File: config.mk
export PLATFORM = sky130hd
export DESIGN_NAME = olsd_top
export DESIGN_NICKNAME = d
export VERILOG_FILES = /design/src/design/olsd_pkg.sv /design/src/design/olsd_top.sv
export VERILOG_INCLUDE_DIRS = /design/src /design/src/design
export SDC_FILE = /design/constraint.sdc
export NUM_CORES = 1
export LEC_CHECK = 0
export ABC_AREA = 1
export BUFFER_PORTS_ARGS = -buffer_cell sky130_fd_sc_hd__clkbuf_2
export CAP_MARGIN = 25
export CORE_MARGIN = 2
export CORE_UTILIZATION = 40
export CTS_CLUSTER_DIAMETER = 40
export DETAILED_ROUTE_END_ITERATION = 16
export GPL_ROUTABILITY_DRIVEN = 0
export GPL_TIMING_DRIVEN = 0
export SLEW_MARGIN = 10
export SYNTH_ARGS = -nofsm -noshare
export SYNTH_HDL_FRONTEND = slang
export SYNTH_SLANG_ARGS = --single-unit
File: constraint.sdc
create_clock -name clk_i -period 1.82 [get_ports clk_i]
set_input_delay 0.364 -clock clk_i [delete_from_list [all_inputs] [get_ports clk_i]]
set_output_delay 0.364 -clock clk_i [all_outputs]
set_load 0.02 [all_outputs]
File: src/design/olsd_cfg.svh
// Offsets, field positions, reset values and timing counts of the driver block
// Operation
// Serial frames count only while device select is held low.
// While selected, shift serial input in on each falling serial clock edge.
// Device select rising edge copies the shift register into the output latches.
// Copy only after a whole multiple of 8 clocks; else keep old latches.
// Master changes device select only while serial clock is low.
// Outputs 1,2 on when direct input low or control bit high.
// Outputs 3 to 8 follow only their own latched control bit.
// Direct inputs default high, so an open input leaves output off.
// Internal reset is external reset OR undervoltage; clears all eight latches.
// Outputs 1 to 6: overcurrent sets overload latch, output off at once.
// Outputs 7,8: overlimit only regulates; overtemperature latches and switches off.
// Outputs 1,2 status is filtered into fault latches cleared while selected.
// Latched status of outputs 1,2 may be stale; read twice.
// Outputs 1,2 status high when off-above or on-below threshold.
// Outputs 3 to 8 status goes unlatched into the status word.
// Outputs 3 to 6 overcurrent and any off-below case report low; code reports an overcurrent-off output high if above threshold.
// Outputs 7,8 on with voltage above threshold report low.
// Device select falling edge loads eight status bits into the shift register.
// While selected, next shift register bit drives serial output each rising clock.
// Serial output floats after device select returns high.
// Outputs 1,2 faults must persist 15 to 50 us before latching.
// Word bit i maps to output i+1, most significant bit shifted first.
// Internal reset clears control and overload latches; all outputs off.
`ifndef OLSD_CFG_SVH
`define OLSD_CFG_SVH

`define OLSD_CTRL_OFS   32'h0000_0000
`define OLSD_STATE_OFS  32'h0000_0004
`define OLSD_DIAG_OFS   32'h0000_0008
`define OLSD_CTRL_HOLD  0
`define OLSD_RESP_OKAY  2'h0
`define OLSD_RESP_SLV   2'h2
`define OLSD_PIN_INIT   6'h17
`define OLSD_WORD_BITS  8
`define OLSD_CLK_NS     10
`define OLSD_FILT_NS    15000
`define OLSD_FILT_CYC   ((`OLSD_FILT_NS + `OLSD_CLK_NS - 1) / `OLSD_CLK_NS)

`endif

File: src/design/olsd_pkg.sv
// Types shared by the driver block and its bench
package olsd_pkg;

    typedef struct packed {
        logic [5:0] overcurrent;
        logic [1:0] overlimit;
        logic [1:0] overtemp;
        logic [7:0] above_thr;
    } olsd_diag_type;

    typedef struct packed {
        logic        awvalid;
        logic [31:0] awaddr;
        logic        wvalid;
        logic [31:0] wdata;
        logic [3:0]  wstrb;
        logic        bready;
        logic        arvalid;
        logic [31:0] araddr;
        logic        rready;
    } olsd_axi_req_type;

    typedef struct packed {
        logic        awready;
        logic        wready;
        logic        bvalid;
        logic [1:0]  bresp;
        logic        arready;
        logic        rvalid;
        logic [31:0] rdata;
        logic [1:0]  rresp;
    } olsd_axi_rsp_type;

endpackage : olsd_pkg

File: src/design/olsd_top.sv
// Serial control, protection latches and diagnostics of the octal driver
`timescale 1ns/1ps
`include "olsd_cfg.svh"

module olsd_sync #(
    parameter int         W    = 1,
    parameter logic [W-1:0] INIT = '0
) (
    input  wire logic         clk_i,
    input  wire logic         rst_i,
    input  wire logic [W-1:0] d_i,
    output logic      [W-1:0] q_o
);
    logic [W-1:0] meta_ff;
    logic [W-1:0] q_ff;

    always_ff @(posedge clk_i)
    begin
        if (rst_i)
        begin
            meta_ff <= INIT;
            q_ff    <= INIT;
        end
        else
        begin
            meta_ff <= d_i;
            q_ff    <= meta_ff;
        end
    end

    assign q_o = q_ff;
endmodule : olsd_sync

module olsd_top (
    input  wire logic                       clk_i,
    input  wire logic                       rst_i,
    input  wire logic                       sclk_i,
    input  wire logic                       device_select_n_i,
    input  wire logic                       sdi_i,
    input  wire logic                       direct_drive_in_1_n_i,
    input  wire logic                       direct_drive_in_2_n_i,
    input  wire logic                       external_reset_n_i,
    input  wire logic                       uv_reset_i,
    input  wire olsd_pkg::olsd_diag_type    diag_i,
    input  wire olsd_pkg::olsd_axi_req_type axi_i,
    output olsd_pkg::olsd_axi_rsp_type      axi_o,
    output logic [7:0]                      out_on_o,
    output logic [1:0]                      regulate_o,
    output logic                            sdo_o,
    output logic                            sdo_oe_n_o
);
    import olsd_pkg::*;

    logic [5:0]    pin_s;
    olsd_diag_type diag_s;
    logic          uv_s;
    logic          sclk_s;
    logic          sel_n_s;
    logic          sdi_s;
    logic          dd1_n_s;
    logic          dd2_n_s;
    logic          ext_n_s;

    // Pull-up default: direct inputs start high so outputs stay off
    olsd_sync #(.W(6), .INIT(`OLSD_PIN_INIT)) u_pin_sync (
        .clk_i (clk_i),
        .rst_i (rst_i),
        .d_i   ({sclk_i, device_select_n_i, sdi_i,
                 direct_drive_in_2_n_i, direct_drive_in_1_n_i, external_reset_n_i}),
        .q_o   (pin_s)
    );

    olsd_sync #(.W($bits(olsd_diag_type) + 1)) u_diag_sync (
        .clk_i (clk_i),
        .rst_i (rst_i),
        .d_i   ({uv_reset_i, diag_i}),
        .q_o   ({uv_s, diag_s})
    );

    assign {sclk_s, sel_n_s, sdi_s, dd2_n_s, dd1_n_s, ext_n_s} = pin_s;

    logic        ctrl_hold_ff;
    logic        int_rst;
    logic        sclk_d_ff;
    logic        sel_d_ff;
    logic        sel_fall;
    logic        sel_rise;
    logic        sck_fall;
    logic        sck_rise;
    logic [7:0]  sr_ff;
    logic [2:0]  cnt_ff;
    logic        any_ff;
    logic        frame_ok;
    logic [7:0]  ctl_ff;
    logic [7:0]  ovl_ff;
    logic [7:0]  nxt_ovl;
    logic [7:0]  ovl_hit;
    logic [7:0]  on_cmd;
    logic [7:0]  out_on_ff;
    logic [1:0]  reg_ff;
    logic [7:0]  stat_raw;
    logic [7:0]  stat_word;
    logic [1:0]  fault_ff;
    logic [1:0]  flt_hit;
    logic [10:0] flt_cnt_ff [2];
    logic        sdo_ff;
    logic        oe_n_ff;

    assign int_rst = rst_i | ~ext_n_s | uv_s | ctrl_hold_ff;

    // Select only moves while the serial clock is low, so edges never coincide
    assign sel_fall = sel_d_ff & ~sel_n_s;
    assign sel_rise = ~sel_d_ff & sel_n_s;
    assign sck_fall = sclk_d_ff & ~sclk_s & ~sel_n_s;
    assign sck_rise = ~sclk_d_ff & sclk_s & ~sel_n_s;
    assign frame_ok = any_ff & (cnt_ff == 3'h0);

    always_ff @(posedge clk_i)
    begin
        if (rst_i)
        begin
            sclk_d_ff <= 1'b0;
            sel_d_ff  <= 1'b1;
        end
        else
        begin
            sclk_d_ff <= sclk_s;
            sel_d_ff  <= sel_n_s;
        end
    end

    // Bit i is output i+1; most significant bit travels first
    always_ff @(posedge clk_i)
    begin
        if (int_rst)
            sr_ff <= 8'h00;
        else if (sel_fall)
            sr_ff <= stat_word;
        else if (sck_fall)
            sr_ff <= {sr_ff[6:0], sdi_s};
    end

    // A three-bit count wraps, so any nonzero multiple of eight clocks is accepted
    always_ff @(posedge clk_i)
    begin
        if (int_rst || sel_fall)
        begin
            cnt_ff <= 3'h0;
            any_ff <= 1'b0;
        end
        else if (sck_fall)
        begin
            cnt_ff <= cnt_ff + 3'h1;
            any_ff <= 1'b1;
        end
    end

    always_ff @(posedge clk_i)
    begin
        if (int_rst)
            ctl_ff <= 8'h00;
        else if (sel_rise && frame_ok)
            ctl_ff <= sr_ff;
    end

    assign on_cmd[0]   = ctl_ff[0] | ~dd1_n_s;
    assign on_cmd[1]   = ctl_ff[1] | ~dd2_n_s;
    assign on_cmd[7:2] = ctl_ff[7:2];

    // Outside internal reset, overload clears only on a fresh accepted word; a new hit still wins
    assign ovl_hit = {diag_s.overtemp & out_on_ff[7:6],
                      diag_s.overcurrent & out_on_ff[5:0]};
    assign nxt_ovl = ovl_hit | (ovl_ff & ~{8{sel_rise & frame_ok}});

    always_ff @(posedge clk_i)
    begin
        if (int_rst)
        begin
            ovl_ff    <= 8'h00;
            out_on_ff <= 8'h00;
            reg_ff    <= 2'h0;
        end
        else
        begin
            ovl_ff    <= nxt_ovl;
            out_on_ff <= on_cmd & ~nxt_ovl;
            reg_ff    <= out_on_ff[7:6] & diag_s.overlimit;
        end
    end

    // High means healthy: off-above or on-below threshold
    assign stat_raw  = out_on_ff ^ diag_s.above_thr;
    // Latched bits lag one frame after a fault goes away
    assign stat_word = {stat_raw[7:2], ~fault_ff};
    assign flt_hit[0] = ~stat_raw[0] && (flt_cnt_ff[0] == 11'(`OLSD_FILT_CYC));
    assign flt_hit[1] = ~stat_raw[1] && (flt_cnt_ff[1] == 11'(`OLSD_FILT_CYC));

    // Filter uses the shortest allowed time
    for (genvar i = 0; i < 2; i++)
    begin : g_filt
        always_ff @(posedge clk_i)
        begin
            if (int_rst || stat_raw[i])
                flt_cnt_ff[i] <= 11'h000;
            else if (!flt_hit[i])
                flt_cnt_ff[i] <= flt_cnt_ff[i] + 11'h001;
        end
    end

    always_ff @(posedge clk_i)
    begin
        if (int_rst)
            fault_ff <= 2'h0;
        else
            fault_ff <= flt_hit | (fault_ff & {2{sel_n_s}});
    end

    always_ff @(posedge clk_i)
    begin
        if (int_rst)
        begin
            sdo_ff  <= 1'b0;
            oe_n_ff <= 1'b1;
        end
        else
        begin
            oe_n_ff <= sel_n_s;
            if (sel_fall)
                sdo_ff <= stat_word[7];
            else if (sck_rise)
                sdo_ff <= sr_ff[7];
        end
    end

    assign out_on_o   = out_on_ff;
    assign regulate_o = reg_ff;
    assign sdo_o      = sdo_ff;
    assign sdo_oe_n_o = oe_n_ff;

    logic        aw_got_ff;
    logic        w_got_ff;
    logic [31:0] awaddr_ff;
    logic [31:0] wdata_ff;
    logic [3:0]  wstrb_ff;
    logic        awready_ff;
    logic        wready_ff;
    logic        bvalid_ff;
    logic [1:0]  bresp_ff;
    logic        arready_ff;
    logic        rvalid_ff;
    logic [31:0] rdata_ff;
    logic [1:0]  rresp_ff;
    logic        aw_hs;
    logic        w_hs;
    logic        ar_hs;
    logic        do_wr;
    logic        nxt_aw_got;
    logic        nxt_w_got;
    logic        nxt_bvalid;
    logic        nxt_rvalid;
    logic        wr_ctrl;
    logic        wr_known;
    logic        rd_known;
    logic [31:0] rd_word;

    assign aw_hs      = axi_i.awvalid & awready_ff;
    assign w_hs       = axi_i.wvalid & wready_ff;
    assign ar_hs      = axi_i.arvalid & arready_ff;
    assign do_wr      = aw_got_ff & w_got_ff & ~bvalid_ff;
    assign nxt_aw_got = aw_hs | (aw_got_ff & ~do_wr);
    assign nxt_w_got  = w_hs | (w_got_ff & ~do_wr);
    assign nxt_bvalid = do_wr | (bvalid_ff & ~axi_i.bready);
    assign nxt_rvalid = ar_hs | (rvalid_ff & ~axi_i.rready);
    assign wr_ctrl    = awaddr_ff == `OLSD_CTRL_OFS;
    assign wr_known   = wr_ctrl | (awaddr_ff == `OLSD_STATE_OFS)
                      | (awaddr_ff == `OLSD_DIAG_OFS);
    assign rd_known   = (axi_i.araddr == `OLSD_CTRL_OFS)
                      | (axi_i.araddr == `OLSD_STATE_OFS)
                      | (axi_i.araddr == `OLSD_DIAG_OFS);
    assign rd_word    = (axi_i.araddr == `OLSD_CTRL_OFS)  ? {31'h0, ctrl_hold_ff} :
                        (axi_i.araddr == `OLSD_STATE_OFS) ?
                            {6'h00, fault_ff, ctl_ff, ovl_ff, out_on_ff} :
                        (axi_i.araddr == `OLSD_DIAG_OFS)  ?
                            {14'h0000, reg_ff, sr_ff, stat_word} : 32'h0000_0000;

    always_ff @(posedge clk_i)
    begin
        if (rst_i)
        begin
            aw_got_ff  <= 1'b0;
            w_got_ff   <= 1'b0;
            awready_ff <= 1'b0;
            wready_ff  <= 1'b0;
            bvalid_ff  <= 1'b0;
            arready_ff <= 1'b0;
            rvalid_ff  <= 1'b0;
        end
        else
        begin
            aw_got_ff  <= nxt_aw_got;
            w_got_ff   <= nxt_w_got;
            awready_ff <= ~nxt_aw_got & ~nxt_bvalid;
            wready_ff  <= ~nxt_w_got & ~nxt_bvalid;
            bvalid_ff  <= nxt_bvalid;
            arready_ff <= ~nxt_rvalid;
            rvalid_ff  <= nxt_rvalid;
        end
    end

    always_ff @(posedge clk_i)
    begin
        if (rst_i)
        begin
            awaddr_ff <= 32'h0000_0000;
            wdata_ff  <= 32'h0000_0000;
            wstrb_ff  <= 4'h0;
            bresp_ff  <= 2'h0;
            rdata_ff  <= 32'h0000_0000;
            rresp_ff  <= 2'h0;
        end
        else
        begin
            if (aw_hs)
                awaddr_ff <= axi_i.awaddr;
            if (w_hs)
            begin
                wdata_ff <= axi_i.wdata;
                wstrb_ff <= axi_i.wstrb;
            end
            if (do_wr)
                bresp_ff <= wr_known ? `OLSD_RESP_OKAY : `OLSD_RESP_SLV;
            if (ar_hs)
            begin
                rdata_ff <= rd_word;
                rresp_ff <= rd_known ? `OLSD_RESP_OKAY : `OLSD_RESP_SLV;
            end
        end
    end

    // Software hold acts like the external reset until cleared again
    always_ff @(posedge clk_i)
    begin
        if (rst_i)
            ctrl_hold_ff <= 1'b0;
        else if (do_wr && wr_ctrl && wstrb_ff[0])
            ctrl_hold_ff <= wdata_ff[`OLSD_CTRL_HOLD];
    end

    assign axi_o.awready = awready_ff;
    assign axi_o.wready  = wready_ff;
    assign axi_o.bvalid  = bvalid_ff;
    assign axi_o.bresp   = bresp_ff;
    assign axi_o.arready = arready_ff;
    assign axi_o.rvalid  = rvalid_ff;
    assign axi_o.rdata   = rdata_ff;
    assign axi_o.rresp   = rresp_ff;
endmodule : olsd_top

==> results of run 1 <==
==> per-stage QoR <==
step	util [%]	instances
final	49.67	1395
after global routing	49.67	1395
after CTS	49.48	1393
after detailed placement	46.24	1361
after global placement	46.24	1361
after floorplan	-	985
==> cells in the mapped netlist, drive strengths merged <==
| cell | count |
|---|---|
| and3 | 1 |
| a31o | 1 |
| a211oi | 4 |
| nor3 | 15 |
| o21ai | 63 |
| edfxtp | 22 |
| inv | 157 |
| o211ai | 2 |
| nand3 | 56 |
| nand3b | 2 |
| nor3b | 2 |
| xnor2 | 2 |
| conb | 1 |
| dfxtp | 164 |
| ha | 6 |
| a31oi | 6 |
| o21bai | 1 |
| nor2 | 162 |
| xor2 | 11 |
| a21oi | 68 |
| clkbuf | 26 |
| nand2 | 155 |
| o311ai | 1 |
| buf | 25 |
| nand4 | 8 |
| clkinv | 2 |
| nor4 | 3 |
| or2 | 11 |
| o31ai | 1 |
==> placed cells by master, fill, tap and decap left out, drive strengths merged, types with 15 or more instances in the layout <==
| cell | count |
|---|---|
| buf | 28 |
| a21oi | 68 |
| dfxtp | 164 |
| inv | 165 |
| o21ai | 63 |
| nand2 | 155 |
| nor2 | 162 |
| nor3 | 15 |
| clkbuf | 184 |
| nand3 | 56 |
| edfxtp | 22 |
==> registers in the layout (all words and copies together) (netlist names), 3 cells and up <==
register	count
ovl_ff	8
u_pin_sync.meta_ff	6
out_on_o	8
rdata_ff	26
flt_cnt_ff	22
sr_ff	8
u_diag_sync.meta_ff	19
awaddr_ff	32
u_pin_sync.q_o	6
u_diag_sync.q_o	19
cnt_ff	3
ctl_ff	8
==> power groups by stage <==
stage	sequential (W)	clock [W]	combinational, W
after floorplan	0.00442	0	0.000412
after global placement	0.00443	0	0.000640
after detailed placement	0.00443	0	0.000644
after CTS	0.00434	0.00361	0.000650
after global routing	0.00435	0.00378	0.000748
final	0.00434	0.00354	0.000650
==> worst max-delay path: cells and delay by family (launching register included) <==
kind	cells	cell delay, ns
DFF	1	0.45
buffers and inverters	2	0.27
and+or+nand+nor	3	0.53
adders and majority gates	1	0.19
==> area by class of cell <==
type                       instances  area [um2]
clock inverter                    15       135.1
fill                            1874        9383
multi-input combinational        589        2850
clock buffer                      17       425.4
tap                              234       292.8
sequential                       186        3944
buffer                            51       287.8
timing repair buffer             144       725.7
inverter                         159       599.3
==> per-layer routing <==
layer / part of all wire (%) / vias to the layer above / global-route usage (%)
met2: 44 / 142 / 28.72
met4: 1.5 / 0 / 6.474
li1: - / 3381 / -
met5: 0 / - / 0
met3: 5.1 / 20 / 4.961
met1: 49 / 2757 / 24.59
==> logic make-up after synthesis <==
family	Yosys count	share of synthesized area, %
AND/OR/NAND/NOR	415	23.69
AO/OA/AOI/OAI	147	10.25
XOR/XNOR	13	1.500
other	1	0.04940
flip-flops	186	51.95
buffers and inverters	210	11.57
adder cells (fa/ha/maj)	6	0.9889
==> worst max-delay path by stage <==
stage	from	depth (start not counted)	slack (ns)	to
floorplan	flt_cnt_ff[1][0]	5	0.15	flt_cnt_ff[1][0]
global placement	rst_i	6	-0.71	flt_cnt_ff[1][3]
detailed placement	rst_i	6	-0.76	flt_cnt_ff[1][6]
CTS	flt_cnt_ff[1][0]	8	0.05	flt_cnt_ff[1][10]
global route	flt_cnt_ff[1][0]	8	-0.02	flt_cnt_ff[1][4]
finish	flt_cnt_ff[1][0]	6	0.09	flt_cnt_ff[1][9]
==> timing repair <==
action,4_1_cts,5_1_grt
buffers inserted,0,2
gates resized for setup,8,10
setup endpoints to repair,24,34
hold buffers,0,0
pin swaps,1,1
hold endpoints to repair,0,0
==> flow_metrics.env, run 1 <==
export IMPL_drc=0
export IMPL_die_width_um=141.8
export IMPL_finalSetupViolations=0
export IMPL_hp_class="input port to flop"
export IMPL_fin_total_pwr_w=0.008532
export IMPL_grt_ovfl_total=0
export IMPL_end_kind="flop"
export IMPL_slew_viol_final=0
export IMPL_antenna_found_initial=0
export IMPL_slowest_stage="edfxtp_1"
export IMPL_clockBufferDepth=2
export IMPL_cp_max_fo=12
export IMPL_cts_root_buffer="clkbuf_16"
export IMPL_synth_area_mm2=0.007591
export IMPL_cts_htree_levels=4
export IMPL_power_density_mw_per_mm2=921.3
export IMPL_ys_seq_elements=186
export IMPL_relSlewSlack_pct=59.41
export IMPL_worst_slew_pin_slew_ns=0.6089
export IMPL_ys_warn_count=0
export IMPL_numCtsBuffers=17
export IMPL_antennaDiodeCount=0
export IMPL_start_util_pct=40.72
export IMPL_cts_tree="built"
export IMPL_holdWs_ns=0.1091
export IMPL_min_to="u_pin_sync.meta_ff[4]"
export IMPL_finalCritPeriodShare_pct=95.09
export IMPL_die_area_mm2=0.02010
export IMPL_crit_required_ns=1.95
export IMPL_dpl_hpwl_um=13360
export IMPL_skew_ns=0.01175
export IMPL_first_pass_iters=7
export IMPL_die_h_um=141.8
export IMPL_power_frac_clock_pct=41.5
export IMPL_yosys_area_top_type="dfxtp_1"
export IMPL_pwr_share_seq_pct=50.9
export IMPL_netlist_area_leader_share_pct=43.25
export IMPL_worst_ep_arrival_time_ns=1.87
export IMPL_p_comb_share_pct=7.6
export IMPL_final_hold_violation_count=0
export IMPL_tns_ns=0
export IMPL_power_share_switching_pct=25.61
export IMPL_track_usage_pct=18.38
export IMPL_p_int_w=0.006347
export IMPL_peakVddDrop_mv=0.7168
export IMPL_r2r_cells=6
export IMPL_clk_latency_ns=0.44
export IMPL_vias=6300
export IMPL_io_buffers=142
export IMPL_syn_avg_cell_area_um2=7.762
export IMPL_max_clock_freq_mhz=577.8
export IMPL_pre_cts_ws_ns=-0.7648
export IMPL_fin_crit_ns=1.731
export IMPL_clk_pin_slew_ns=0.07
export IMPL_ys_seq_area_share_pct=51.95
export IMPL_min_delay_start="device_select_n_i"
export IMPL_drt_total_wl_um=17810
export IMPL_clock_sinks=186
export IMPL_synth_area_top_cells="dfxtp_1 (43%), edfxtp_1 (8.7%), nor2_1 (7.6%)"
export IMPL_io_pins=185
export IMPL_ant_nets=0
export IMPL_p_leak_nw=4.160
export IMPL_start_kind="flop"
export IMPL_slowest_delay_ns=0.45
export IMPL_status="completed"
export IMPL_synth_cell_types=44
export IMPL_postPlaceCellArea_mm2=0.008621
export IMPL_layout_nets=1286
export IMPL_path_class="flop to flop"
export IMPL_syn_to_final_growth_pct=21.99
export IMPL_fp_row_count=50
export IMPL_fin_area_mm2=0.009260
export IMPL_cap_violations=0
export IMPL_syn_inst=978
export IMPL_p_switching_w=0.002185
export IMPL_crit_chain="inv_2 -> ha_2 -> nand3_2 -> nor4_4 -> buf_4 -> nand3_4"
export IMPL_coreArea_mm2=0.01864
export IMPL_r2r_end="flt_cnt_ff[1][9]"
export IMPL_final_layout_size_suffix_gt1_share_pct=21.53
export IMPL_reg2reg_slack_ns=0.09
export IMPL_hold_path_depth=2
export IMPL_grt_pass1_vias=5910
export IMPL_initialDrtViolationCount=324
export IMPL_setup_slack_ns=0.08930
export IMPL_grt_max_degree=19
export IMPL_reg2reg_from="flt_cnt_ff[1][0]"
export IMPL_grt_pass1_wl_um=29030
export IMPL_via_per_inst=4.516
export IMPL_avgRoutedWirePerCell_um=12.77
Power figures use the tool's default switching activity.
==> inputs of run 2 (changes only) <==
--- a/config.mk
+++ b/config.mk
@@ -15,6 +15,7 @@
 export DETAILED_ROUTE_END_ITERATION = 16
 export GPL_ROUTABILITY_DRIVEN = 0
 export GPL_TIMING_DRIVEN = 0
+export MAX_ROUTING_LAYER = met4
 export SLEW_MARGIN = 10
 export SYNTH_ARGS = -nofsm -noshare
 export SYNTH_HDL_FRONTEND = slang
==> flow_metrics.env, run 2 (same netlist as run 1, synthesis figures left out) <==
export IMPL_fin_crit_ns=1.729
export IMPL_die_width_um=141.8
export IMPL_critPathLaunch="flt_cnt_ff[1][0]"
export IMPL_first_pass_iters=5
export IMPL_power_density_mw_per_mm2=921.4
export IMPL_final_hold_violation_count=0
export IMPL_grt_pass1_vias=5907
export IMPL_worst_ep_arrival_time_ns=1.87
export IMPL_cts_htree_levels=4
export IMPL_path_class="flop to flop"
export IMPL_min_delay_start="device_select_n_i"
export IMPL_grt_pass1_wl_um=29040
export IMPL_min_to="u_pin_sync.meta_ff[4]"
export IMPL_ant_nets=0
export IMPL_finalSetupViolations=0
export IMPL_die_area_mm2=0.02010
export IMPL_clk_pin_slew_ns=0.07
export IMPL_postPlaceCellArea_mm2=0.008621
export IMPL_skew_ns=0.01224
export IMPL_io_pins=185
export IMPL_fp_row_count=50
export IMPL_p_switching_w=0.002186
export IMPL_syn_to_final_growth_pct=21.99
export IMPL_cts_root_buffer="clkbuf_16"
export IMPL_antenna_found_initial=0
export IMPL_crit_required_ns=1.96
export IMPL_finalCritPeriodShare_pct=95.03
export IMPL_dpl_cell_count=1361
export IMPL_avgRoutedWirePerCell_um=12.77
export IMPL_p_leak_nw=4.160
export IMPL_end_kind="flop"
export IMPL_cp_max_fo=12
export IMPL_largest_reg_flops=32
export IMPL_layout_common_cells="dfxtp_1 (164), nor2_1 (154), nand2_1 (148)"
export IMPL_holdWs_ns=0.1048
export IMPL_grt_max_degree=19
export IMPL_coreArea_mm2=0.01864
export IMPL_reg2reg_from="flt_cnt_ff[1][0]"
export IMPL_relSlewSlack_pct=58.87
export IMPL_initialDrtViolationCount=280
export IMPL_r2r_end="flt_cnt_ff[1][10]"
export IMPL_peakVddDrop_mv=0.7262
export IMPL_cts_tree="built"
export IMPL_start_kind="flop"
export IMPL_clk_latency_ns=0.44
export IMPL_reg2reg_slack_ns=0.09
export IMPL_pwr_share_seq_pct=50.9
export IMPL_fin_total_pwr_w=0.008532
export IMPL_layout_commonest_cell="dfxtp_1"
export IMPL_antennaDiodeCount=0
export IMPL_grt_ovfl_total=0
export IMPL_hold_path_depth=2
export IMPL_clockBufferDepth=2
export IMPL_worst_slew_pin_slew_ns=0.6170
export IMPL_hp_class="input port to flop"
export IMPL_r2r_cells=6
export IMPL_top_regs="awaddr_ff: 32 flops, rdata_ff: 26 flops, flt_cnt_ff: 22 flops"
export IMPL_power_frac_clock_pct=41.5
export IMPL_dpl_hpwl_um=13360
export IMPL_p_comb_share_pct=7.6
export IMPL_cap_violations=0
export IMPL_power_share_switching_pct=25.62
export IMPL_track_usage_pct=18.90
export IMPL_max_clock_freq_mhz=578.2
export IMPL_layout_nets=1286
export IMPL_via_per_inst=4.535
export IMPL_top_register="awaddr_ff"
export IMPL_die_h_um=141.8
export IMPL_io_buffers=142
export IMPL_drt_total_wl_um=17810
export IMPL_final_util_pct=49.67
export IMPL_status="completed"
export IMPL_numCtsBuffers=17
export IMPL_slew_viol_final=0
export IMPL_fin_area_mm2=0.009260
export IMPL_start_util_pct=40.72
export IMPL_p_int_w=0.006346
export IMPL_drc=0
export IMPL_final_layout_size_suffix_gt1_share_pct=21.53
export IMPL_vias=6327
export IMPL_clock_sinks=186
export IMPL_finalNonFillerCells=1395
-- run 2: cell counts in the layout (fill, tap and decap cells not counted) --
Identical to the previous run, type by type.
-- run 2: worst max-delay path, cell delays in order, from the launching register on --
cell	delay, ns
edfxtp_1	0.45
inv_2	0.10
ha_2	0.19
nand3_2	0.10
nor4_4	0.25
buf_4	0.17
nand3_4	0.18
-- run 2: worst max-delay path by stage --
stage	to	slack, ns
6_report	flt_cnt_ff[1][10]	0.09
2_1_floorplan	flt_cnt_ff[1][0]	0.15
3_5_place_dp	flt_cnt_ff[1][6]	-0.76
5_1_grt	flt_cnt_ff[1][4]	-0.02
3_3_place_gp	flt_cnt_ff[1][3]	-0.71
4_1_cts	flt_cnt_ff[1][10]	0.05
-- run 2: area by class of cell --
cell class | count | area, um2
fill | 1874 | 9383
sequential | 186 | 3944
multi-input combinational | 589 | 2850
timing repair buffer | 144 | 725.7
inverter | 159 | 599.3
clock buffer | 17 | 425.4
tap | 234 | 292.8
buffer | 51 | 287.8
clock inverter | 15 | 135.1
-- run 2: per-stage QoR --
step / TNS, ns / worst slack, ns
3_3_place_gp: -16.90 / -0.7083
5_1_grt: -0.2359 / -0.01942
2_1_floorplan: 0 / 0.1509
3_5_place_dp: -17.79 / -0.7648
4_1_cts: 0 / 0.05336
6_report: 0 / 0.09052
-- run 2: routing by layer --
metal  vias up  GRT usage (%)  wire, um
met3        29          4.894       986
met4         0          6.526       278
met2       149          28.67      7888
met1      2768          24.59      8657
met5         -              -         0
li1       3381              -         -
-- run 2: timing repair --
action,4_1_cts,5_1_grt
setup endpoints to repair,24,34
resized for setup,8,10
buffers inserted,0,2
hold buffers,0,0
hold endpoints to repair,0,0
pin swaps,1,1
-- run 2: power by group through the flow --
stage	registers (W)	logic, W	clock network (W)
floorplan	0.00442	0.000412	0
global placement	0.00443	0.000640	0
detailed placement	0.00443	0.000644	0
CTS	0.00434	0.000650	0.00361
global route	0.00435	0.000748	0.00378
finish	0.00434	0.000650	0.00354
